===== config.mk =====
export PLATFORM = sky130hd
export DESIGN_NAME = pwm_auto_shutdown
export DESIGN_NICKNAME = d
export VERILOG_FILES = /design/src/pwm_shutdown_pkg.sv /design/src/pwm_auto_shutdown.sv /design/src/shutdown_source_mux.sv
export SDC_FILE = /design/constraint.sdc
export NUM_CORES = 1
export LEC_CHECK = 0
export BUFFER_PORTS_ARGS = -buffer_cell sky130_fd_sc_hd__buf_4
export CORE_MARGIN = 2
export CORE_UTILIZATION = 40
export DETAILED_ROUTE_END_ITERATION = 16
export PLACE_DENSITY = 0.84
export SLEW_MARGIN = 0
export SYNTH_ARGS = -nofsm -noshare
export SYNTH_HDL_FRONTEND = slang
export SYNTH_SLANG_ARGS = --single-unit

===== constraint.sdc =====
create_clock -name clock -period 1.6 [get_ports clock]
set_input_delay 0.16 -clock clock [delete_from_list [all_inputs] [get_ports clock]]
set_output_delay 0.16 -clock clock [all_outputs]
set_load 0.01 [all_outputs]

===== src/pwm_shutdown_pkg.sv =====
// Purpose: Shared constants and carrier types for the PWM auto-shutdown block
// Assumes: APB register bus, 32-bit data, one register per aligned word
// Notes:   Pin index order is a, b, c, d

`default_nettype none

package pwm_shutdown_pkg;

    // ------------------------------------------------------------------
    // Register map
    // ------------------------------------------------------------------
    localparam logic [7:0] CTRL_OFFSET       = 8'h00;
    localparam logic [7:0] IRQ_STATUS_OFFSET = 8'h04;
    localparam logic [7:0] IRQ_ENABLE_OFFSET = 8'h08;
    localparam logic [7:0] IRQ_CLEAR_OFFSET  = 8'h0c;
    localparam int         ADDR_WIDTH        = 8;
    localparam int         DATA_WIDTH        = 32;

    // ------------------------------------------------------------------
    // Control register fields and reset value
    // ------------------------------------------------------------------
    localparam logic [7:0] CTRL_RESET        = 8'h00;
    localparam int         CTRL_WIDTH        = 8;
    localparam int         STATUS_BIT        = 7;
    localparam int         SEL_LSB           = 4;
    localparam int         AC_LSB            = 2;
    localparam int         BD_LSB            = 0;

    localparam logic [2:0] SEL_NONE          = 3'h0;
    localparam logic [2:0] SEL_CMP1          = 3'h1;
    localparam logic [2:0] SEL_CMP2          = 3'h2;
    localparam logic [2:0] SEL_CMP_ANY       = 3'h3;
    localparam logic [2:0] SEL_IRQ           = 3'h4;
    localparam logic [2:0] SEL_IRQ_CMP1      = 3'h5;
    localparam logic [2:0] SEL_IRQ_CMP2      = 3'h6;

    localparam logic [1:0] STATE_LOW         = 2'h0;
    localparam logic [1:0] STATE_HIGH        = 2'h1;
    localparam int         STATE_TRI_BIT     = 1;

    // ------------------------------------------------------------------
    // Interrupt status layout
    // ------------------------------------------------------------------
    localparam int         IRQ_WIDTH         = 2;
    localparam int         IRQ_SHUTDOWN_BIT  = 0;
    localparam int         IRQ_RESUME_BIT    = 1;
    localparam logic [1:0] IRQ_RESET         = 2'h0;

    localparam int         PIN_COUNT         = 4;

    // ------------------------------------------------------------------
    // Types
    // ------------------------------------------------------------------
    typedef struct packed {
        logic       shutdown_event_status;
        logic [2:0] shutdown_source_select;
        logic [1:0] pins_ac_shutdown_state;
        logic [1:0] pins_bd_shutdown_state;
    } shutdown_ctrl_t;

    typedef struct packed {
        logic comparator_1;
        logic comparator_2;
        logic external_irq_zero;
    } shutdown_src_t;

    typedef struct packed {
        logic [3:0] level;
        logic [3:0] enable;
    } pin_drive_t;

    typedef enum logic [1:0] {
        RUN  = 2'b01,
        HOLD = 2'b10
    } run_state_t;

endpackage

`default_nettype wire


===== src/pwm_auto_shutdown.sv =====
// Purpose: Auto-shutdown of the four PWM output pins with APB control
// Assumes: PWM levels, mode flag and period flag come from the same clock
// Notes:   Raw sources gate the pins combinationally; status uses synced copies
//          Control at 0x00: [7] status, [6:4] source, [3:2] a/c, [1:0] b/d
//          Irq status at 0x04 is read only: [0] shutdown, [1] resumed
//          Irq enable at 0x08 has the status layout
//          Irq clear at 0x0c is write only; a one clears that bit
//          Unmapped offsets raise pslverr and read as zero
//          Ready follows clk_en, so no wait states while enabled
//          Release from shutdown waits for the next period start
//          Select codes 000 and 111 ignore every source

`timescale 1ns/1ps
`default_nettype none

module pwm_auto_shutdown (
    input  wire logic                            clock,
    input  wire logic                            nrst,
    input  wire logic                            clk_en,
    // APB slave
    input  wire logic                            psel,
    input  wire logic                            penable,
    input  wire logic                            pwrite,
    input  wire logic [7:0]                      paddr,
    input  wire logic [31:0]                     pwdata,
    output logic [31:0]                          prdata,
    output logic                                 pready,
    output logic                                 pslverr,
    // PWM unit side
    input  wire logic [3:0]                      pwm_level,
    input  wire logic                            pwm_mode_active,
    input  wire logic                            period_timer_flag,
    input  wire logic                            external_irq_zero_enable,
    // Asynchronous shutdown sources
    input  wire pwm_shutdown_pkg::shutdown_src_t shutdown_src,
    // Pins a, b, c, d
    output pwm_shutdown_pkg::pin_drive_t         pwm_out,
    output logic                                 irq
);

    // ------------------------------------------------------------------
    // State
    // ------------------------------------------------------------------
    pwm_shutdown_pkg::shutdown_ctrl_t ctrl_q, ctrl_d;
    pwm_shutdown_pkg::shutdown_src_t  src_meta_q, src_sync_q;
    pwm_shutdown_pkg::run_state_t     state_q, state_d;
    logic [1:0]                       irq_status_q, irq_status_d;
    logic [1:0]                       irq_enable_q, irq_enable_d;
    logic [31:0]                      prdata_q, prdata_d;

    logic                             raw_hit;
    logic                             sync_hit;
    logic                             hw_event;
    logic                             setup;
    logic                             access;
    logic                             wr;
    logic                             mapped;
    logic                             force_shutdown;
    logic                             resume;
    logic                             wr_ctrl;
    logic                             wr_irq_enable;
    logic                             wr_irq_clear;
    logic                             irq_d;

    // ------------------------------------------------------------------
    // Source selection
    // ------------------------------------------------------------------
    // Raw path keeps the pin response independent of the clock
    shutdown_source_mux raw_mux (
        .src                      (shutdown_src),
        .source_select            (ctrl_q.shutdown_source_select),
        .external_irq_zero_enable (external_irq_zero_enable),
        .hit                      (raw_hit)
    );

    shutdown_source_mux sync_mux (
        .src                      (src_sync_q),
        .source_select            (ctrl_q.shutdown_source_select),
        .external_irq_zero_enable (external_irq_zero_enable),
        .hit                      (sync_hit)
    );

    // ------------------------------------------------------------------
    // Synchroniser
    // ------------------------------------------------------------------
    // Second stage feeds the status path and the hold release check
    always_ff @(posedge clock or negedge nrst) begin
        if (!nrst) begin
            src_meta_q <= '0;
            src_sync_q <= '0;
        end else if (clk_en) begin
            src_meta_q <= shutdown_src;
            src_sync_q <= src_meta_q;
        end
    end

    // ------------------------------------------------------------------
    // APB decode
    // ------------------------------------------------------------------
    function automatic logic is_mapped(input logic [7:0] addr);
        is_mapped = (addr == pwm_shutdown_pkg::CTRL_OFFSET)
                  | (addr == pwm_shutdown_pkg::IRQ_STATUS_OFFSET)
                  | (addr == pwm_shutdown_pkg::IRQ_ENABLE_OFFSET)
                  | (addr == pwm_shutdown_pkg::IRQ_CLEAR_OFFSET);
    endfunction

    // Write strobe for one register
    function automatic logic wr_to(input logic       strobe,
                                   input logic [7:0] addr,
                                   input logic [7:0] offset);
        wr_to = strobe & (addr == offset);
    endfunction

    always_comb begin
        setup   = psel & ~penable;
        access  = psel & penable & clk_en;
        mapped  = is_mapped(paddr);
        wr      = access & pwrite & mapped;
        pready  = clk_en;
        pslverr = psel & penable & ~mapped;
        prdata  = prdata_q;
    end

    // ------------------------------------------------------------------
    // Write strobes
    // ------------------------------------------------------------------
    always_comb begin
        wr_ctrl       = wr_to(wr, paddr, pwm_shutdown_pkg::CTRL_OFFSET);
        wr_irq_enable = wr_to(wr, paddr, pwm_shutdown_pkg::IRQ_ENABLE_OFFSET);
        wr_irq_clear  = wr_to(wr, paddr, pwm_shutdown_pkg::IRQ_CLEAR_OFFSET);
    end

    // ------------------------------------------------------------------
    // Read data
    // ------------------------------------------------------------------
    // Captured in the setup cycle, so it stands through the access
    always_comb begin
        prdata_d = prdata_q;
        if (setup) begin
            prdata_d = '0;
            unique case (paddr)
                pwm_shutdown_pkg::CTRL_OFFSET:
                    prdata_d[pwm_shutdown_pkg::CTRL_WIDTH-1:0] = ctrl_q;
                pwm_shutdown_pkg::IRQ_STATUS_OFFSET:
                    prdata_d[pwm_shutdown_pkg::IRQ_WIDTH-1:0] = irq_status_q;
                pwm_shutdown_pkg::IRQ_ENABLE_OFFSET:
                    prdata_d[pwm_shutdown_pkg::IRQ_WIDTH-1:0] = irq_enable_q;
                default:
                    prdata_d = '0;
            endcase
        end
    end

    always_ff @(posedge clock or negedge nrst) begin
        if (!nrst) begin
            prdata_q <= '0;
        end else if (clk_en) begin
            prdata_q <= prdata_d;
        end
    end

    // ------------------------------------------------------------------
    // Control register
    // ------------------------------------------------------------------
    always_comb begin
        hw_event = pwm_mode_active & sync_hit;
        ctrl_d   = ctrl_q;
        if (wr_ctrl) begin
            ctrl_d = pwdata[pwm_shutdown_pkg::CTRL_WIDTH-1:0];
        end
        if (hw_event) begin
            ctrl_d.shutdown_event_status = 1'b1;
        end
    end

    always_ff @(posedge clock or negedge nrst) begin
        if (!nrst) begin
            ctrl_q <= pwm_shutdown_pkg::CTRL_RESET;
        end else if (clk_en) begin
            ctrl_q <= ctrl_d;
        end
    end

    // ------------------------------------------------------------------
    // Run / hold sequencing
    // ------------------------------------------------------------------
    always_comb begin
        state_d = state_q;
        resume  = 1'b0;
        unique case (state_q)
            pwm_shutdown_pkg::RUN: begin
                if (ctrl_q.shutdown_event_status) begin
                    state_d = pwm_shutdown_pkg::HOLD;
                end
            end
            pwm_shutdown_pkg::HOLD: begin
                // Release only at a period start, so a whole period is kept
                if (period_timer_flag && !ctrl_q.shutdown_event_status
                    && !sync_hit) begin
                    state_d = pwm_shutdown_pkg::RUN;
                    resume  = 1'b1;
                end
            end
            default: begin
                state_d = pwm_shutdown_pkg::HOLD;
            end
        endcase
    end

    always_ff @(posedge clock or negedge nrst) begin
        if (!nrst) begin
            state_q <= pwm_shutdown_pkg::RUN;
        end else if (clk_en) begin
            state_q <= state_d;
        end
    end

    // ------------------------------------------------------------------
    // Interrupts
    // ------------------------------------------------------------------
    always_comb begin
        irq_status_d = irq_status_q;
        irq_enable_d = irq_enable_q;
        if (wr_irq_clear) begin
            irq_status_d = irq_status_q & ~pwdata[pwm_shutdown_pkg::IRQ_WIDTH-1:0];
        end
        if (wr_irq_enable) begin
            irq_enable_d = pwdata[pwm_shutdown_pkg::IRQ_WIDTH-1:0];
        end
        // Set wins over a clear in the same cycle
        if (ctrl_d.shutdown_event_status && !ctrl_q.shutdown_event_status) begin
            irq_status_d[pwm_shutdown_pkg::IRQ_SHUTDOWN_BIT] = 1'b1;
        end
        if (resume) begin
            irq_status_d[pwm_shutdown_pkg::IRQ_RESUME_BIT] = 1'b1;
        end
        irq_d = |(irq_status_d & irq_enable_d);
    end

    always_ff @(posedge clock or negedge nrst) begin
        if (!nrst) begin
            irq_status_q <= pwm_shutdown_pkg::IRQ_RESET;
            irq_enable_q <= pwm_shutdown_pkg::IRQ_RESET;
            irq          <= 1'b0;
        end else if (clk_en) begin
            irq_status_q <= irq_status_d;
            irq_enable_q <= irq_enable_d;
            irq          <= irq_d;
        end
    end

    // ------------------------------------------------------------------
    // Pin gating
    // ------------------------------------------------------------------
    always_comb begin
        force_shutdown = pwm_mode_active
                       & (raw_hit | ctrl_q.shutdown_event_status
                          | (state_q == pwm_shutdown_pkg::HOLD));
    end

    // ------------------------------------------------------------------
    // Pin drive
    // ------------------------------------------------------------------

    function automatic logic [1:0] pin_drive(input logic [1:0] safe_state,
                                             input logic       forced,
                                             input logic       level,
                                             input logic       mode);
        // Returns {level, enable}
        if (!forced) begin
            pin_drive = {level & mode, mode};
        end else if (safe_state[pwm_shutdown_pkg::STATE_TRI_BIT]) begin
            pin_drive = 2'b00;
        end else begin
            pin_drive = {safe_state == pwm_shutdown_pkg::STATE_HIGH, 1'b1};
        end
    endfunction

    always_comb begin
        logic [1:0] d;
        d = 2'b00;
        pwm_out = '0;
        for (int i = 0; i < pwm_shutdown_pkg::PIN_COUNT; i++) begin
            d = pin_drive((i % 2 == 0) ? ctrl_q.pins_ac_shutdown_state
                                       : ctrl_q.pins_bd_shutdown_state,
                          force_shutdown, pwm_level[i], pwm_mode_active);
            pwm_out.level[i]  = d[1];
            pwm_out.enable[i] = d[0];
        end
    end

endmodule

`default_nettype wire


===== src/shutdown_source_mux.sv =====
// Purpose: Selects which shutdown sources may trip the PWM outputs
// Assumes: Purely combinational; usable on raw or synchronised sources
// Notes:   Codes 000 and 111 select nothing

`timescale 1ns/1ps
`default_nettype none

module shutdown_source_mux (
    input  wire pwm_shutdown_pkg::shutdown_src_t src,
    input  wire logic [2:0]                      source_select,
    input  wire logic                            external_irq_zero_enable,
    output logic                                 hit
);

    logic irq_ok;

    always_comb begin
        irq_ok = src.external_irq_zero & external_irq_zero_enable;
        unique case (source_select)
            pwm_shutdown_pkg::SEL_CMP1:     hit = src.comparator_1;
            pwm_shutdown_pkg::SEL_CMP2:     hit = src.comparator_2;
            pwm_shutdown_pkg::SEL_CMP_ANY:  hit = src.comparator_1 | src.comparator_2;
            pwm_shutdown_pkg::SEL_IRQ:      hit = irq_ok;
            pwm_shutdown_pkg::SEL_IRQ_CMP1: hit = irq_ok | src.comparator_1;
            pwm_shutdown_pkg::SEL_IRQ_CMP2: hit = irq_ok | src.comparator_2;
            default:                        hit = 1'b0;
        endcase
    end

endmodule

`default_nettype wire


==> impl_metrics.env <==
export IMPL_finalCriticalPeriod_ns=1.91
export IMPL_grt_max_degree=30
export IMPL_grt_overflow=0
export IMPL_fin_skew_ns=0.0122
export IMPL_fin_crit_sh_pct=119
export IMPL_timing_fmax_mhz=525
export IMPL_gp_congestion=0.833
export IMPL_post_place_ws_ns=-0.267
export IMPL_synthCells=165
export IMPL_placedCellCount=277
export IMPL_ant_nets=0
export IMPL_reg2reg_from="ctrl_q[4]"
export IMPL_synth_edf_count=0
export IMPL_cp_end_kind="output port"
export IMPL_coreArea_um2=4060
export IMPL_wl_um=4520
export IMPL_stdcell_count=291
export IMPL_min_path_type="input port to flip-flop"
export IMPL_layout_nets=296
export IMPL_drive_gt1_share_pct=48.1
export IMPL_htreeDepth=2
export IMPL_io_buffers=50
export IMPL_initial_core_util_pct=41.9
export IMPL_critPathKind="flip-flop to output port"
export IMPL_ff2ff_setup_slack_ns=-0.12
export IMPL_holdPathStages=3
export IMPL_slew_viol_final=0
export IMPL_ys_flop_type="dfrtp_1"
export IMPL_grt_pass1_vias=1442
export IMPL_setup_violations=11
export IMPL_rr_worst_depth=7
export IMPL_cts_buffers=5
export IMPL_place_hpwl_um=3190
export IMPL_ir_drop_uv=416
export IMPL_syn_area_um2=1700
export IMPL_grt_pass1_wl_um=6870
export IMPL_synthDistinctLibCells=43
export IMPL_clk_pin_slew_ns=0.07
export IMPL_num_antenna_cells=0
export IMPL_critical_path_endpoint="pwm_out[7]"
export IMPL_dieArea_um2=4790
export IMPL_hold_viol_final=0
export IMPL_ys_ff_latch=29
export IMPL_p_leak_uw=0.00117
export IMPL_vias=1500
export IMPL_fin_setup_tns_ns=-2.38
export IMPL_cts_root_buf="clkbuf_8"
export IMPL_cap_violations=0
export IMPL_powerDensity_nw_per_um2=741
export IMPL_dpl_cell_area_um2=2160
export IMPL_ys_async_sr_fraction_pct=100
export IMPL_num_io_pins=99
export IMPL_antenna_found_initial=0
export IMPL_required_ns=1.44
export IMPL_cts_path_max_buffers=2
export IMPL_grtUsageTotal_pct=17.9
export IMPL_row_count=23
export IMPL_die_w_um=69.2
export IMPL_final_setup_worst_slack_ns=-0.306
export IMPL_drt_iter0_drc=84
export IMPL_tritoncts="done"
export IMPL_syn_avg_cell_area_um2=10.3
export IMPL_cp_max_fo=4
export IMPL_syn_to_final_growth_pct=40.4
export IMPL_ys_seq_area_share_pct=42.8
export IMPL_failed_checks="setup timing"
export IMPL_drt_first_pass_iters=4
export IMPL_cts_sinks=29
export IMPL_start_kind="flip-flop"
export IMPL_ys_warn_count=0
export IMPL_reg2reg_to="ctrl_q[7]"
export IMPL_clk_latency_ns=0.28
export IMPL_n_fill_cell=323
export IMPL_dieHeight_um=69.2
export IMPL_grt_setup_unrepaired="true"
export IMPL_arrival_ns=1.75
export IMPL_cp_startpoint="state_q[0]"
export IMPL_power_uw=1770
export IMPL_drcViolationCount=0
export IMPL_wl_per_cell_um=15.5
export IMPL_avgViaCountPerCell=5.15
export IMPL_status="finished with violations"
export IMPL_design_area_um2=2380
==> synth_stat cells, types with 2 or more instances <==
| cell type | instances | area (µm²) |
|---|---|---|
| dfrtp_1 | 28 | 701 |
| buf_4 | 27 | 203 |
| nand2_1 | 21 | 78.8 |
| mux2_2 | 10 | 113 |
| a22o_1 | 9 | 78.8 |
| a21boi_0 | 8 | 60.1 |
| nand3_1 | 6 | 30.0 |
| inv_1 | 4 | 15.0 |
| nor2_1 | 4 | 15.0 |
| nand3b_1 | 3 | 22.5 |
| o21ai_0 | 3 | 15.0 |
| or2_2 | 3 | 18.8 |
| a32o_1 | 2 | 20.0 |
| and3_1 | 2 | 12.5 |
| clkbuf_1 | 2 | 7.51 |
| mux2i_1 | 2 | 20.0 |
| nor3_1 | 2 | 10.0 |
| nor4_4 | 2 | 42.5 |
| o21a_1 | 2 | 15.0 |
| o22ai_1 | 2 | 12.5 |
==> timing repair <==
action,4_1_cts,5_1_grt
hold buffers,1,0
setup endpoints to repair,11,13
gates resized for setup,13,12
buffers inserted,3,3
pin swaps,15,9
endpoints found under the hold margin,28,0
==> state kept, by name, summed over array words and instances (netlist names) <==
| name | count |
|---|---|
| irq_enable_q | 2 |
| irq_status_q | 2 |
| src_meta_q | 3 |
| ctrl_q | 8 |
| irq | 1 |
| state_q | 2 |
| src_sync_q | 3 |
| prdata | 8 |
==> cells by family after synthesis <==
family	count (synthesis)	share of synthesized area [%]
multiplexers	13	8.69
other	1	0.221
AO/OA/AOI/OAI	34	15.5
buffers and inverters	33	13.3
AND/OR/NAND/NOR	55	19.6
flip-flops	29	42.8
==> metrics by stage <==
stage / utilization [%] / hold slack [ns]
2_1_floorplan: - / -0.136
3_3_place_gp: 53.1 / 0.0982
3_5_place_dp: 53.1 / 0.104
4_1_cts: 57.1 / 0.0757
5_1_grt: 58.8 / 0.0922
6_report: 58.8 / 0.0751
==> worst min-delay path by stage <==
stage / startpoint / end
2_1_floorplan: nrst / ctrl_q[0]
3_3_place_gp: nrst / prdata[2]
3_5_place_dp: nrst / prdata[2]
4_1_cts: pwdata[4] / ctrl_q[4]
5_1_grt: pwdata[4] / ctrl_q[4]
6_report: pwdata[4] / ctrl_q[4]
==> cells in the final DEF (no fill, tap or decap), types with 2 or more instances in the layout <==
| master | Yosys | final |
|---|---|---|
| mux2_2 | 10 | 10 |
| o21ai_0 | 3 | 2 |
| nor4_4 | 2 | 2 |
| o21a_1 | 2 | 2 |
| buf_6 | 0 | 3 |
| a22o_1 | 9 | 9 |
| o22ai_1 | 2 | 2 |
| a21boi_2 | 0 | 3 |
| or2_4 | 1 | 2 |
| nand3_1 | 6 | 4 |
| dfrtp_1 | 28 | 27 |
| clkbuf_8 | 0 | 6 |
| nor2_1 | 4 | 4 |
| buf_4 | 27 | 70 |
| inv_1 | 4 | 4 |
| nand2_1 | 21 | 21 |
| nor3_1 | 2 | 2 |
| a21boi_1 | 0 | 4 |
| mux2i_1 | 2 | 2 |
| nand3b_1 | 3 | 3 |
| or2_2 | 3 | 2 |
| and3_4 | 0 | 2 |
| conb_1 | 1 | 24 |
==> where the power goes <==
part / leakage, µW / internal, µW / switching [µW]
logic: 0.000753 / 165 / 159
clock network: 0.0000512 / 348 / 287
registers: 0.000361 / 774 / 34.2
total: 0.00117 / 1290 / 480
==> worst max-delay path: stages, from the launching register on <==
cell      delay, ns
dfstp_2        0.54
nor2b_2        0.05
a311oi_2       0.25
buf_4          0.18
nand3_4        0.08
nand3b_1       0.13
a21boi_1       0.08
buf_4          0.14
==> layout make-up <==
type | instances | area, µm² | share of cell area (%)
Multi-Input combinational cell | 126 | 913 | 38.3
Clock inverter | 2 | 13.8 | 0.577
Timing Repair Buffer | 74 | 569 | 23.9
Tap cell | 50 | 62.6 | 2.62
Sequential cell | 29 | 728 | 30.5
Inverter | 4 | 15.0 | 0.630
Clock buffer | 6 | 82.6 | 3.46
==> layer usage <==
metal	wire length [µm]	GRT usage, %	vias up	part of all wire, %
met5	0	0	-	0
met4	44	4.79	0	0.97
met3	314	5.38	6	7.0
met2	2280	28.7	79	51
met1	1870	23.5	717	41
li1	-	-	698	-
(Power assumes the default switching activity.)
